### src/core/dual_timer_cfg.svh
// Constants for the dual timer/counter block
`ifndef DUAL_TIMER_CFG_SVH
`define DUAL_TIMER_CFG_SVH

// ==========================================================
// Register addresses
`define ADDR_CTRL       8'h88
`define ADDR_MODE       8'h89
`define ADDR_A_LOW      8'h8a
`define ADDR_B_LOW      8'h8b
`define ADDR_A_HIGH     8'h8c
`define ADDR_B_HIGH     8'h8d

// ==========================================================
// Control register bits
`define CTRL_OVF_B      7
`define CTRL_RUN_B      6
`define CTRL_OVF_A      5
`define CTRL_RUN_A      4
`define CTRL_IRQ_B      3
`define CTRL_TRIG_B     2
`define CTRL_IRQ_A      1
`define CTRL_TRIG_A     0

// ==========================================================
// Mode register layout, timer B in upper nibble
`define MODE_B_LSB      4
`define MODE_A_LSB      0
`define MODE_GATE_BIT   3
`define MODE_CT_BIT     2
`define MODE_SEL_MSB    1

// ==========================================================
// Reset values and timing
`define CTRL_RESET      8'h00
`define MODE_RESET      8'h00
`define COUNT_RESET     8'h00
`define MCYC_PERIODS    4'hc
`define MCYC_LAST       4'hb
`define PRESC_MAX       5'h1f
`define BYTE_MAX        8'hff

`endif

### src/core/dual_timer_pkg.sv
// Types for the dual timer/counter block
package dual_timer_pkg;
  typedef enum logic [1:0] {
    MODE_PRESC13 = 2'b00,
    MODE_CASC16  = 2'b01,
    MODE_RELOAD8 = 2'b10,
    MODE_SPLIT   = 2'b11
  } timer_mode_t;
endpackage

### src/core/dual_timer_counter.sv
// Dual 16-bit timer/counter with external interrupt flags
`timescale 1ns/10ps
`default_nettype none
`include "dual_timer_cfg.svh"

module dual_timer_counter (
  input  wire logic       core_clk_i,
  input  wire logic       reset_i,
  input  wire logic [7:0] sfr_addr_i,
  input  wire logic       sfr_wr_i,
  input  wire logic [7:0] sfr_wdata_i,
  output logic      [7:0] sfr_rdata_o,
  input  wire logic       vector_ovf_a_i,
  input  wire logic       vector_ovf_b_i,
  input  wire logic       vector_irq_a_i,
  input  wire logic       vector_irq_b_i,
  input  wire logic       count_pin_a_i,
  input  wire logic       count_pin_b_i,
  input  wire logic       ext_irq_pin_a_i,
  input  wire logic       ext_irq_pin_b_i,
  output logic            overflow_flag_a_o,
  output logic            overflow_flag_b_o,
  output logic            ext_irq_flag_a_o,
  output logic            ext_irq_flag_b_o
);

  // ========================================================
  // Decoding
  function automatic logic hit(input logic [7:0] a, input logic [7:0] b);
    hit = (a == b);
  endfunction

  logic [7:0] timer_ctrl_reg_r;
  logic [7:0] timer_mode_reg_r;
  logic [7:0] low_r  [2];
  logic [7:0] high_r [2];
  logic [7:0] low_nxt  [2];
  logic [7:0] high_nxt [2];
  logic [1:0] ovf_evt;
  logic       high_a_ovf;

  logic       wr_ctrl;
  logic       wr_mode;
  logic [1:0] wr_low;
  logic [1:0] wr_high;

  assign wr_ctrl    = sfr_wr_i && hit(sfr_addr_i, `ADDR_CTRL);
  assign wr_mode    = sfr_wr_i && hit(sfr_addr_i, `ADDR_MODE);
  assign wr_low[0]  = sfr_wr_i && hit(sfr_addr_i, `ADDR_A_LOW);
  assign wr_low[1]  = sfr_wr_i && hit(sfr_addr_i, `ADDR_B_LOW);
  assign wr_high[0] = sfr_wr_i && hit(sfr_addr_i, `ADDR_A_HIGH);
  assign wr_high[1] = sfr_wr_i && hit(sfr_addr_i, `ADDR_B_HIGH);

  // ========================================================
  // Pin synchronisers
  logic [3:0] pin_s1_r;
  logic [3:0] pin_s2_r;
  logic [3:0] pins;

  assign pins = {ext_irq_pin_b_i, ext_irq_pin_a_i,
                 count_pin_b_i, count_pin_a_i};

  always_ff @(posedge core_clk_i or posedge reset_i) begin
    if (reset_i) begin
      // Idle high, so no false edge after reset
      pin_s1_r <= 4'hf;
      pin_s2_r <= 4'hf;
    end else begin
      pin_s1_r <= pins;
      pin_s2_r <= pin_s1_r;
    end
  end

  // ========================================================
  // Machine cycle divider
  logic [3:0] mcyc_cnt_r;
  logic       mcyc_tick;

  // First tick eleven edges after reset
  // Twelve clock cycle
  assign mcyc_tick = (mcyc_cnt_r == `MCYC_LAST);

  always_ff @(posedge core_clk_i or posedge reset_i) begin
    if (reset_i) begin
      mcyc_cnt_r <= 4'h0;
    end else if (mcyc_tick) begin
      mcyc_cnt_r <= 4'h0;
    end else begin
      mcyc_cnt_r <= mcyc_cnt_r + 4'h1;
    end
  end

  // ========================================================
  // Count pin sampling, once per machine cycle
  logic [1:0] cnt_samp_r;
  logic [1:0] cnt_fall_r;

  always_ff @(posedge core_clk_i or posedge reset_i) begin
    if (reset_i) begin
      cnt_samp_r <= 2'h3;
      cnt_fall_r <= 2'h0;
    end else if (mcyc_tick) begin
      // Fall seen at one tick counts at the next
      // High then low sample
      cnt_samp_r <= pin_s2_r[1:0];
      cnt_fall_r <= cnt_samp_r & ~pin_s2_r[1:0];
    end
  end

  // ========================================================
  // Per timer count enables
  logic [1:0] inc_evt;

  generate
    for (genvar t = 0; t < 2; t++) begin : g_en
      localparam int LSB = (t == 0) ? `MODE_A_LSB : `MODE_B_LSB;
      localparam int RUN = (t == 0) ? `CTRL_RUN_A : `CTRL_RUN_B;
      logic gate_ok;
      logic src;
      // Gate pin low freezes the count
      // Gate against irq pin
      assign gate_ok = !timer_mode_reg_r[LSB + `MODE_GATE_BIT]
                       || pin_s2_r[2 + t];
      assign src = timer_mode_reg_r[LSB + `MODE_CT_BIT] ?
                   cnt_fall_r[t] : 1'b1;
      assign inc_evt[t] = mcyc_tick && timer_ctrl_reg_r[RUN]
                          && gate_ok && src;
    end
  endgenerate

  // ========================================================
  // Counter update
  dual_timer_pkg::timer_mode_t mode_a;
  dual_timer_pkg::timer_mode_t mode_b;

  assign mode_a = dual_timer_pkg::timer_mode_t'(
    timer_mode_reg_r[`MODE_A_LSB + `MODE_SEL_MSB -: 2]);
  assign mode_b = dual_timer_pkg::timer_mode_t'(
    timer_mode_reg_r[`MODE_B_LSB + `MODE_SEL_MSB -: 2]);

  always_comb begin
    dual_timer_pkg::timer_mode_t m;
    int t;
    m = dual_timer_pkg::MODE_PRESC13;
    t = 0;
    high_a_ovf = 1'b0;
    for (t = 0; t < 2; t++) begin
      low_nxt[t]  = low_r[t];
      high_nxt[t] = high_r[t];
      ovf_evt[t]  = 1'b0;
      m = (t == 0) ? mode_a : mode_b;
      if (inc_evt[t]) begin
        case (m)
          dual_timer_pkg::MODE_PRESC13: begin
            // Upper three low bits kept as written
            // Five bit prescaler
            low_nxt[t] = low_r[t] + 8'h01;
            if (low_r[t][4:0] == `PRESC_MAX) begin
              low_nxt[t]  = {low_r[t][7:5], 5'h00};
              high_nxt[t] = high_r[t] + 8'h01;
              ovf_evt[t]  = (high_r[t] == `BYTE_MAX);
            end
          end
          dual_timer_pkg::MODE_CASC16: begin
            low_nxt[t] = low_r[t] + 8'h01;
            if (low_r[t] == `BYTE_MAX) begin
              high_nxt[t] = high_r[t] + 8'h01;
              ovf_evt[t]  = (high_r[t] == `BYTE_MAX);
            end
          end
          dual_timer_pkg::MODE_RELOAD8: begin
            // High byte untouched by the reload
            // Reload from high byte
            if (low_r[t] == `BYTE_MAX) begin
              low_nxt[t] = high_r[t];
              ovf_evt[t] = 1'b1;
            end else begin
              low_nxt[t] = low_r[t] + 8'h01;
            end
          end
          dual_timer_pkg::MODE_SPLIT: begin
            // Timer B holds; timer A low byte alone
            if (t == 0) begin
              low_nxt[t] = low_r[t] + 8'h01;
              ovf_evt[t] = (low_r[t] == `BYTE_MAX);
            end
          end
          default: begin
            low_nxt[t] = low_r[t];
          end
        endcase
      end
    end
    // Split high byte counts cycles, no gate
    // Timer A high byte on B run bit
    if (mode_a == dual_timer_pkg::MODE_SPLIT && mcyc_tick
        && timer_ctrl_reg_r[`CTRL_RUN_B]) begin
      high_nxt[0] = high_r[0] + 8'h01;
      high_a_ovf  = (high_r[0] == `BYTE_MAX);
    end
  end

  // ========================================================
  // Count registers
  always_ff @(posedge core_clk_i or posedge reset_i) begin
    if (reset_i) begin
      for (int t = 0; t < 2; t++) begin
        low_r[t]  <= `COUNT_RESET;
        high_r[t] <= `COUNT_RESET;
      end
    end else begin
      for (int t = 0; t < 2; t++) begin
        low_r[t]  <= wr_low[t]  ? sfr_wdata_i : low_nxt[t];
        high_r[t] <= wr_high[t] ? sfr_wdata_i : high_nxt[t];
      end
    end
  end

  // ========================================================
  // Mode register
  always_ff @(posedge core_clk_i or posedge reset_i) begin
    if (reset_i) begin
      timer_mode_reg_r <= `MODE_RESET;
    end else if (wr_mode) begin
      timer_mode_reg_r <= sfr_wdata_i;
    end
  end

  // ========================================================
  // External interrupt detection
  logic [1:0] irq_prev_r;
  logic [1:0] irq_set;
  logic [1:0] trig;
  logic       ovf_b_set;

  assign trig = {timer_ctrl_reg_r[`CTRL_TRIG_B],
                 timer_ctrl_reg_r[`CTRL_TRIG_A]};

  always_ff @(posedge core_clk_i or posedge reset_i) begin
    if (reset_i) begin
      irq_prev_r <= 2'h3;
    end else begin
      irq_prev_r <= pin_s2_r[3:2];
    end
  end

  assign irq_set = (trig & irq_prev_r & ~pin_s2_r[3:2])
                 | (~trig & ~pin_s2_r[3:2]);

  // Timer B own overflow ignored while A is split
  // B flag taken by A high byte in split mode
  assign ovf_b_set = (mode_a == dual_timer_pkg::MODE_SPLIT) ?
                     high_a_ovf : ovf_evt[1];

  // ========================================================
  // Flag set and clear sources
  logic [1:0] ovf_set;
  logic [1:0] ovf_clr;
  logic [1:0] irq_clr;
  logic [1:0] irq_lvl_clr;

  assign ovf_set     = {ovf_b_set, ovf_evt[0]};
  assign ovf_clr     = {vector_ovf_b_i, vector_ovf_a_i};
  // Vector clears an edge-mode flag only
  assign irq_clr     = {vector_irq_b_i, vector_irq_a_i} & trig;
  // Level flag follows the pin; a write lasts one cycle
  assign irq_lvl_clr = ~trig & ~{2{wr_ctrl}};

  // ========================================================
  // Control register
  always_ff @(posedge core_clk_i or posedge reset_i) begin
    if (reset_i) begin
      timer_ctrl_reg_r <= `CTRL_RESET;
    end else begin
      if (wr_ctrl) begin
        timer_ctrl_reg_r <= sfr_wdata_i;
      end
      if (ovf_set[0]) begin
        timer_ctrl_reg_r[`CTRL_OVF_A] <= 1'b1;
      end else if (ovf_clr[0]) begin
        timer_ctrl_reg_r[`CTRL_OVF_A] <= 1'b0;
      end
      if (ovf_set[1]) begin
        timer_ctrl_reg_r[`CTRL_OVF_B] <= 1'b1;
      end else if (ovf_clr[1]) begin
        timer_ctrl_reg_r[`CTRL_OVF_B] <= 1'b0;
      end
      // Irq flags, vector clear in edge mode only
      if (irq_set[0]) begin
        timer_ctrl_reg_r[`CTRL_IRQ_A] <= 1'b1;
      end else if (irq_clr[0]) begin
        timer_ctrl_reg_r[`CTRL_IRQ_A] <= 1'b0;
      end else if (irq_lvl_clr[0]) begin
        timer_ctrl_reg_r[`CTRL_IRQ_A] <= 1'b0;
      end
      if (irq_set[1]) begin
        timer_ctrl_reg_r[`CTRL_IRQ_B] <= 1'b1;
      end else if (irq_clr[1]) begin
        timer_ctrl_reg_r[`CTRL_IRQ_B] <= 1'b0;
      end else if (irq_lvl_clr[1]) begin
        timer_ctrl_reg_r[`CTRL_IRQ_B] <= 1'b0;
      end
    end
  end

  // ========================================================
  // Read data
  // Follows the address each cycle, unmapped reads zero
  always_ff @(posedge core_clk_i or posedge reset_i) begin
    if (reset_i) begin
      sfr_rdata_o <= 8'h00;
    end else begin
      case (sfr_addr_i)
        `ADDR_CTRL:   sfr_rdata_o <= timer_ctrl_reg_r;
        `ADDR_MODE:   sfr_rdata_o <= timer_mode_reg_r;
        `ADDR_A_LOW:  sfr_rdata_o <= low_r[0];
        `ADDR_B_LOW:  sfr_rdata_o <= low_r[1];
        `ADDR_A_HIGH: sfr_rdata_o <= high_r[0];
        `ADDR_B_HIGH: sfr_rdata_o <= high_r[1];
        default:      sfr_rdata_o <= 8'h00;
      endcase
    end
  end

  // ========================================================
  // Status outputs
  assign overflow_flag_a_o = timer_ctrl_reg_r[`CTRL_OVF_A];
  assign overflow_flag_b_o = timer_ctrl_reg_r[`CTRL_OVF_B];
  assign ext_irq_flag_a_o  = timer_ctrl_reg_r[`CTRL_IRQ_A];
  assign ext_irq_flag_b_o  = timer_ctrl_reg_r[`CTRL_IRQ_B];

endmodule

`default_nettype wire

### config.mk
export PLATFORM = sky130hd
export DESIGN_NAME = dual_timer_counter
export DESIGN_NICKNAME = d
export VERILOG_FILES = /design/src/core/dual_timer_pkg.sv /design/src/core/dual_timer_counter.sv
export VERILOG_INCLUDE_DIRS = /design/src /design/src/core
export SDC_FILE = /design/constraint.sdc
export NUM_CORES = 1
export LEC_CHECK = 0
export ABC_AREA = 0
export BUFFER_PORTS_ARGS = -buffer_cell sky130_fd_sc_hd__buf_2
export CORE_ASPECT_RATIO = 0.7
export CORE_UTILIZATION = 36
export DETAILED_ROUTE_END_ITERATION = 12
export RECOVER_POWER = 25
export SYNTH_ARGS = -nofsm -noshare
export SYNTH_HDL_FRONTEND = slang
export SYNTH_SLANG_ARGS = --single-unit
### constraint.sdc
create_clock -name core_clk_i -period 3.1 [get_ports core_clk_i]
set_clock_uncertainty 0.05 [all_clocks]
set_input_delay 0.155 -clock core_clk_i [delete_from_list [all_inputs] [get_ports core_clk_i]]
set_output_delay 0.155 -clock core_clk_i [all_outputs]
set_load 0.02 [all_outputs]
==> Implementation_results.wiki <==
{| class="wikitable"
! Metric !! Value
|-
| Antenna fix cells || 0
|-
| Period Utilization, post-route || 84.6%
|-
| Number of instances in the synthesized netlist || 481
|-
| Number of standard cells in the layout, taps in and fillers out || 682
|-
| Leading post-synthesis cells by instance count || sky130_fd_sc_hd__nand2_1 (70), sky130_fd_sc_hd__dfrtp_1 (62), sky130_fd_sc_hd__nor2_1 (28)
|-
| Top post-synthesis cells by area || sky130_fd_sc_hd__dfrtp_1 (34%), sky130_fd_sc_hd__dfstp_2 (7.0%), sky130_fd_sc_hd__nand2_1 (5.8%), sky130_fd_sc_hd__mux2_2 (4.2%), sky130_fd_sc_hd__ha_1 (3.0%)
|-
| Core Region || 12000 µm²
|-
| Total setup buffers inserted after CTS || 0
|-
| Routed wl met3 || 1290 µm
|-
| Sequential-to-total area share from yosys stat || 41.3%
|-
| Die area || 13000 µm²
|-
| Max-capacitance violation count || 1
|-
| Number of H-tree levels || 3
|-
| Core Rows || 33
|-
| Avg WL per Cell || 20.0 µm
|-
| Summed instance area of the synthesized netlist || 4520 µm²
|-
| First-pass GRT wire length || 21400 µm
|-
| Clock tree from TritonCTS || built
|-
| Cell taking the most area after synthesis || sky130_fd_sc_hd__dfrtp_1
|-
| Predominant post-synthesis flop cell || sky130_fd_sc_hd__dfrtp_1
|-
| Time the final worst path needs with I/O delays and setup || 2620 ps
|-
| Compound-gate portion of the synthesized area || 17.2%
|-
| Reg area || 1870 µm²
|-
| Placed Instances || 661
|-
| Fraction of the mapped netlist area in simple logic gates || 26.4%
|-
| Total number of nets in the final design || 558
|-
| DRC marker count from the first detailed-route iteration || 353
|-
| GRT Total Usage || 22.3%
|-
| Count of flip-flops with a built-in enable after synthesis || 0
|-
| Via count of the routed design || 4026
|-
| Routability Congestion || 0.912
|-
| Met1 layer wirelength in the final routing || 6810 µm
|-
| Most repeated cell in the gate-level netlist after synthesis || sky130_fd_sc_hd__nand2_1
|-
| Syn_area_per_cell || 9.41 µm²
|-
| Number of hold buffers added after CTS || 5
|-
| Number of I/O port buffers || 38
|-
| Post-route setup TNS || 0 ps
|-
| Worst hold-check path type || input port to register
|-
| Total power consumption of the routed design || 2.43 mW
|-
| Maximum net fanout on the critical path || 9
|-
| Standby leakage power || 2.16 nW
|-
| Transition time at the pin with the least slew margin || 2530 ps
|-
| Maximum number of pins on one net before global-route repair || 57
|-
| Fraction of the mapped netlist area in adder cells || 3.04%
|-
| Final routed wirelength across all metal layers || 13600 µm
|-
| Clock root cell || sky130_fd_sc_hd__clkbuf_16
|-
| Clk Latency, worst-skew pair || 340 ps
|-
| Combinational family with the most area after synthesis || simple AND/OR/NAND/NOR gates
|-
| Number of warnings printed during yosys synthesis || 0
|-
| Fraction of registers with async set or reset after synthesis || 100%
|-
| Multi-input gate area in the final layout || 2500 µm²
|-
| Number of different library cells in the post-synthesis netlist || 70
|-
| Hold violation total from the final report || 0
|-
| Max Buffers Root-to-Sink || 2
|-
| TritonRoute pass-1 iters || 5
|-
| Final Slew Violations || 57
|-
| Final-report setup violation count || 0
|-
| Clock slew seen by the registers of the worst setup and hold paths || 70 ps
|-
| Post-CTS resize count || 0
|-
| Sinks on Clock Net || 74
|-
| FF+latch count, synth || 74
|-
| Slowest CP cell || sky130_fd_sc_hd__dfrtp_1
|-
| Violated checks || max-capacitance violations, max-slew violations
|-
| Achievable Freq || 381 MHz
|-
| Unrepaired setup endpoints after global routing || false
|-
| Number of top-level pins || 39
|-
| Chip height || 95.8 µm
|-
| Initial Utilization || 37.8%
|-
| Delay contributed by the slowest stage of the critical path || 430 ps
|-
| Buffers and inverters on the worst path || 0
|-
| Amount of wire on met2 after detailed routing || 5380 µm
|-
| Number of nets in the synthesized netlist || 519
|-
| Share of the synthesized area in the top cell type || 34.3%
|-
| Cell type with the highest occurrence count on the critical path || sky130_fd_sc_hd__ha_1
|-
| Top layer used by detailed routing || met4
|-
| Chip width || 136 µm
|-
| Vias in the first global route || 3819
|-
| Fraction of layout instances using a drive strength above 1 || 19.8%
|-
| XOR/XNOR Fraction of Synth Area || 2.13%
|-
| Worst slew margin || -69.9%
|-
| Crit-path leading delay family || compound AO/OA/AOI/OAI gates
|-
| Sum of net half-perimeters after detailed placement || 10000 µm
|-
| Worst supply voltage drop on vdd || 0.265 mV
|-
| Area Growth Syn to Fin || 14.2%
|-
| Final routed DRC violation total || 0
|-
| Proportion of synthesized area in mux cells || 6.50%
|-
| Number of antenna violations at the first check in global routing || 0
|-
| Crit end category || register
|-
| CP cell instances || ha_1 -> and3_1 -> ha_1 -> nor3b_2 -> a41oi_2 -> o22ai_4 -> mux2i_1 -> a21oi_1
|-
| Number of buffers created by CTS || 9
|-
| Power per standard cell area || 471 nW/µm²
|-
| WP data arrival || 2770 ps
|-
| Required time at the worst-slack endpoint || 3240 ps
|-
| Number of vias per cell after detailed routing || 5.90
|-
| ANT nets after route || 0
|-
| Total gr overflow || 0
|-
| Outcome || complete, but fails checks
|-
| Crit path launch type || register
|-
| Filler cells || 1169
|-
| CP Class || register to register
|}
[cell usage in the layout, fill, tap and decap left out, drive strengths merged, types with 12 or more instances in the layout]
master and count:
a21oi 14, a22oi 15, and3 14, buf 45
clkbuf 12, dfrtp 62, dfstp 12, mux2 17
nand2 71, nand3 14, nand4 14, nor2 29
o21ai 24
[cell type report]
type / count / area share [%]
clock inverters: 4 / 0.557
clock buffers: 12 / 4.77
well taps: 157 / 3.80
multi-input cells: 376 / 48.4
inverters: 9 / 0.678
repair buffers: 50 / 5.67
flip-flops and latches: 74 / 36.1
[stage by stage]
step	hold slack (ps)	utilization (%)	setup WS, ps	instance area [µm²]
floorplan	109	-	864	4520
global placement	211	40.4	625	4840
detailed placement	211	40.4	546	4840
CTS	4.44	43.2	532	5170
global route	28.9	43.2	302	5170
finish	16.6	43.2	478	5170
[power by group]
group          switching [mW]  internal, mW  total, mW
combinational           0.196         0.145      0.340
clock                   0.411         0.564      0.976
sequential             0.0921          1.03       1.12
[metal layers]
metal	up-vias	global-route usage (%)
li1	1865	-
met1	1989	33.4
met2	160	31.3
met3	12	6.21
met4	0	5.09
met5	-	0
[flip-flops by register name (all words and copies together), names as in the netlist, 4 cells and up]
register	flops
pin_s2_r	4
sfr_rdata_o	8
pin_s1_r	4
mcyc_cnt_r	4
low_r	16
high_r	16
timer_mode_reg_r	8
timer_ctrl_reg_r	8
[cells by family (layout without fill, tap and decap cells)]
kind of cell,count (synthesis),count (layout)
compound gates,110,110
buf+inv,31,75
fa+ha+maj,11,11
mux,26,26
flops,74,74
xor+xnor,11,11
simple gates,218,218
[final timing paths]
kind / startpoint / to / slack (ps) / cells after the start
worst max-delay path: low_r[8] / high_r[9] / 480 / 8
worst min-delay path: vector_ovf_b_i / timer_ctrl_reg_r[7] / 20 / 2
worst max register to register: low_r[8] / high_r[9] / 480 / 8
worst min register to register: pin_s1_r[0] / pin_s2_r[0] / 310 / 0
max in group asynchronous: reset_i / low_r[12] / 1390 / 2
min in group asynchronous: reset_i / timer_ctrl_reg_r[3] / 470 / 2
(Power assumes the default switching activity.)
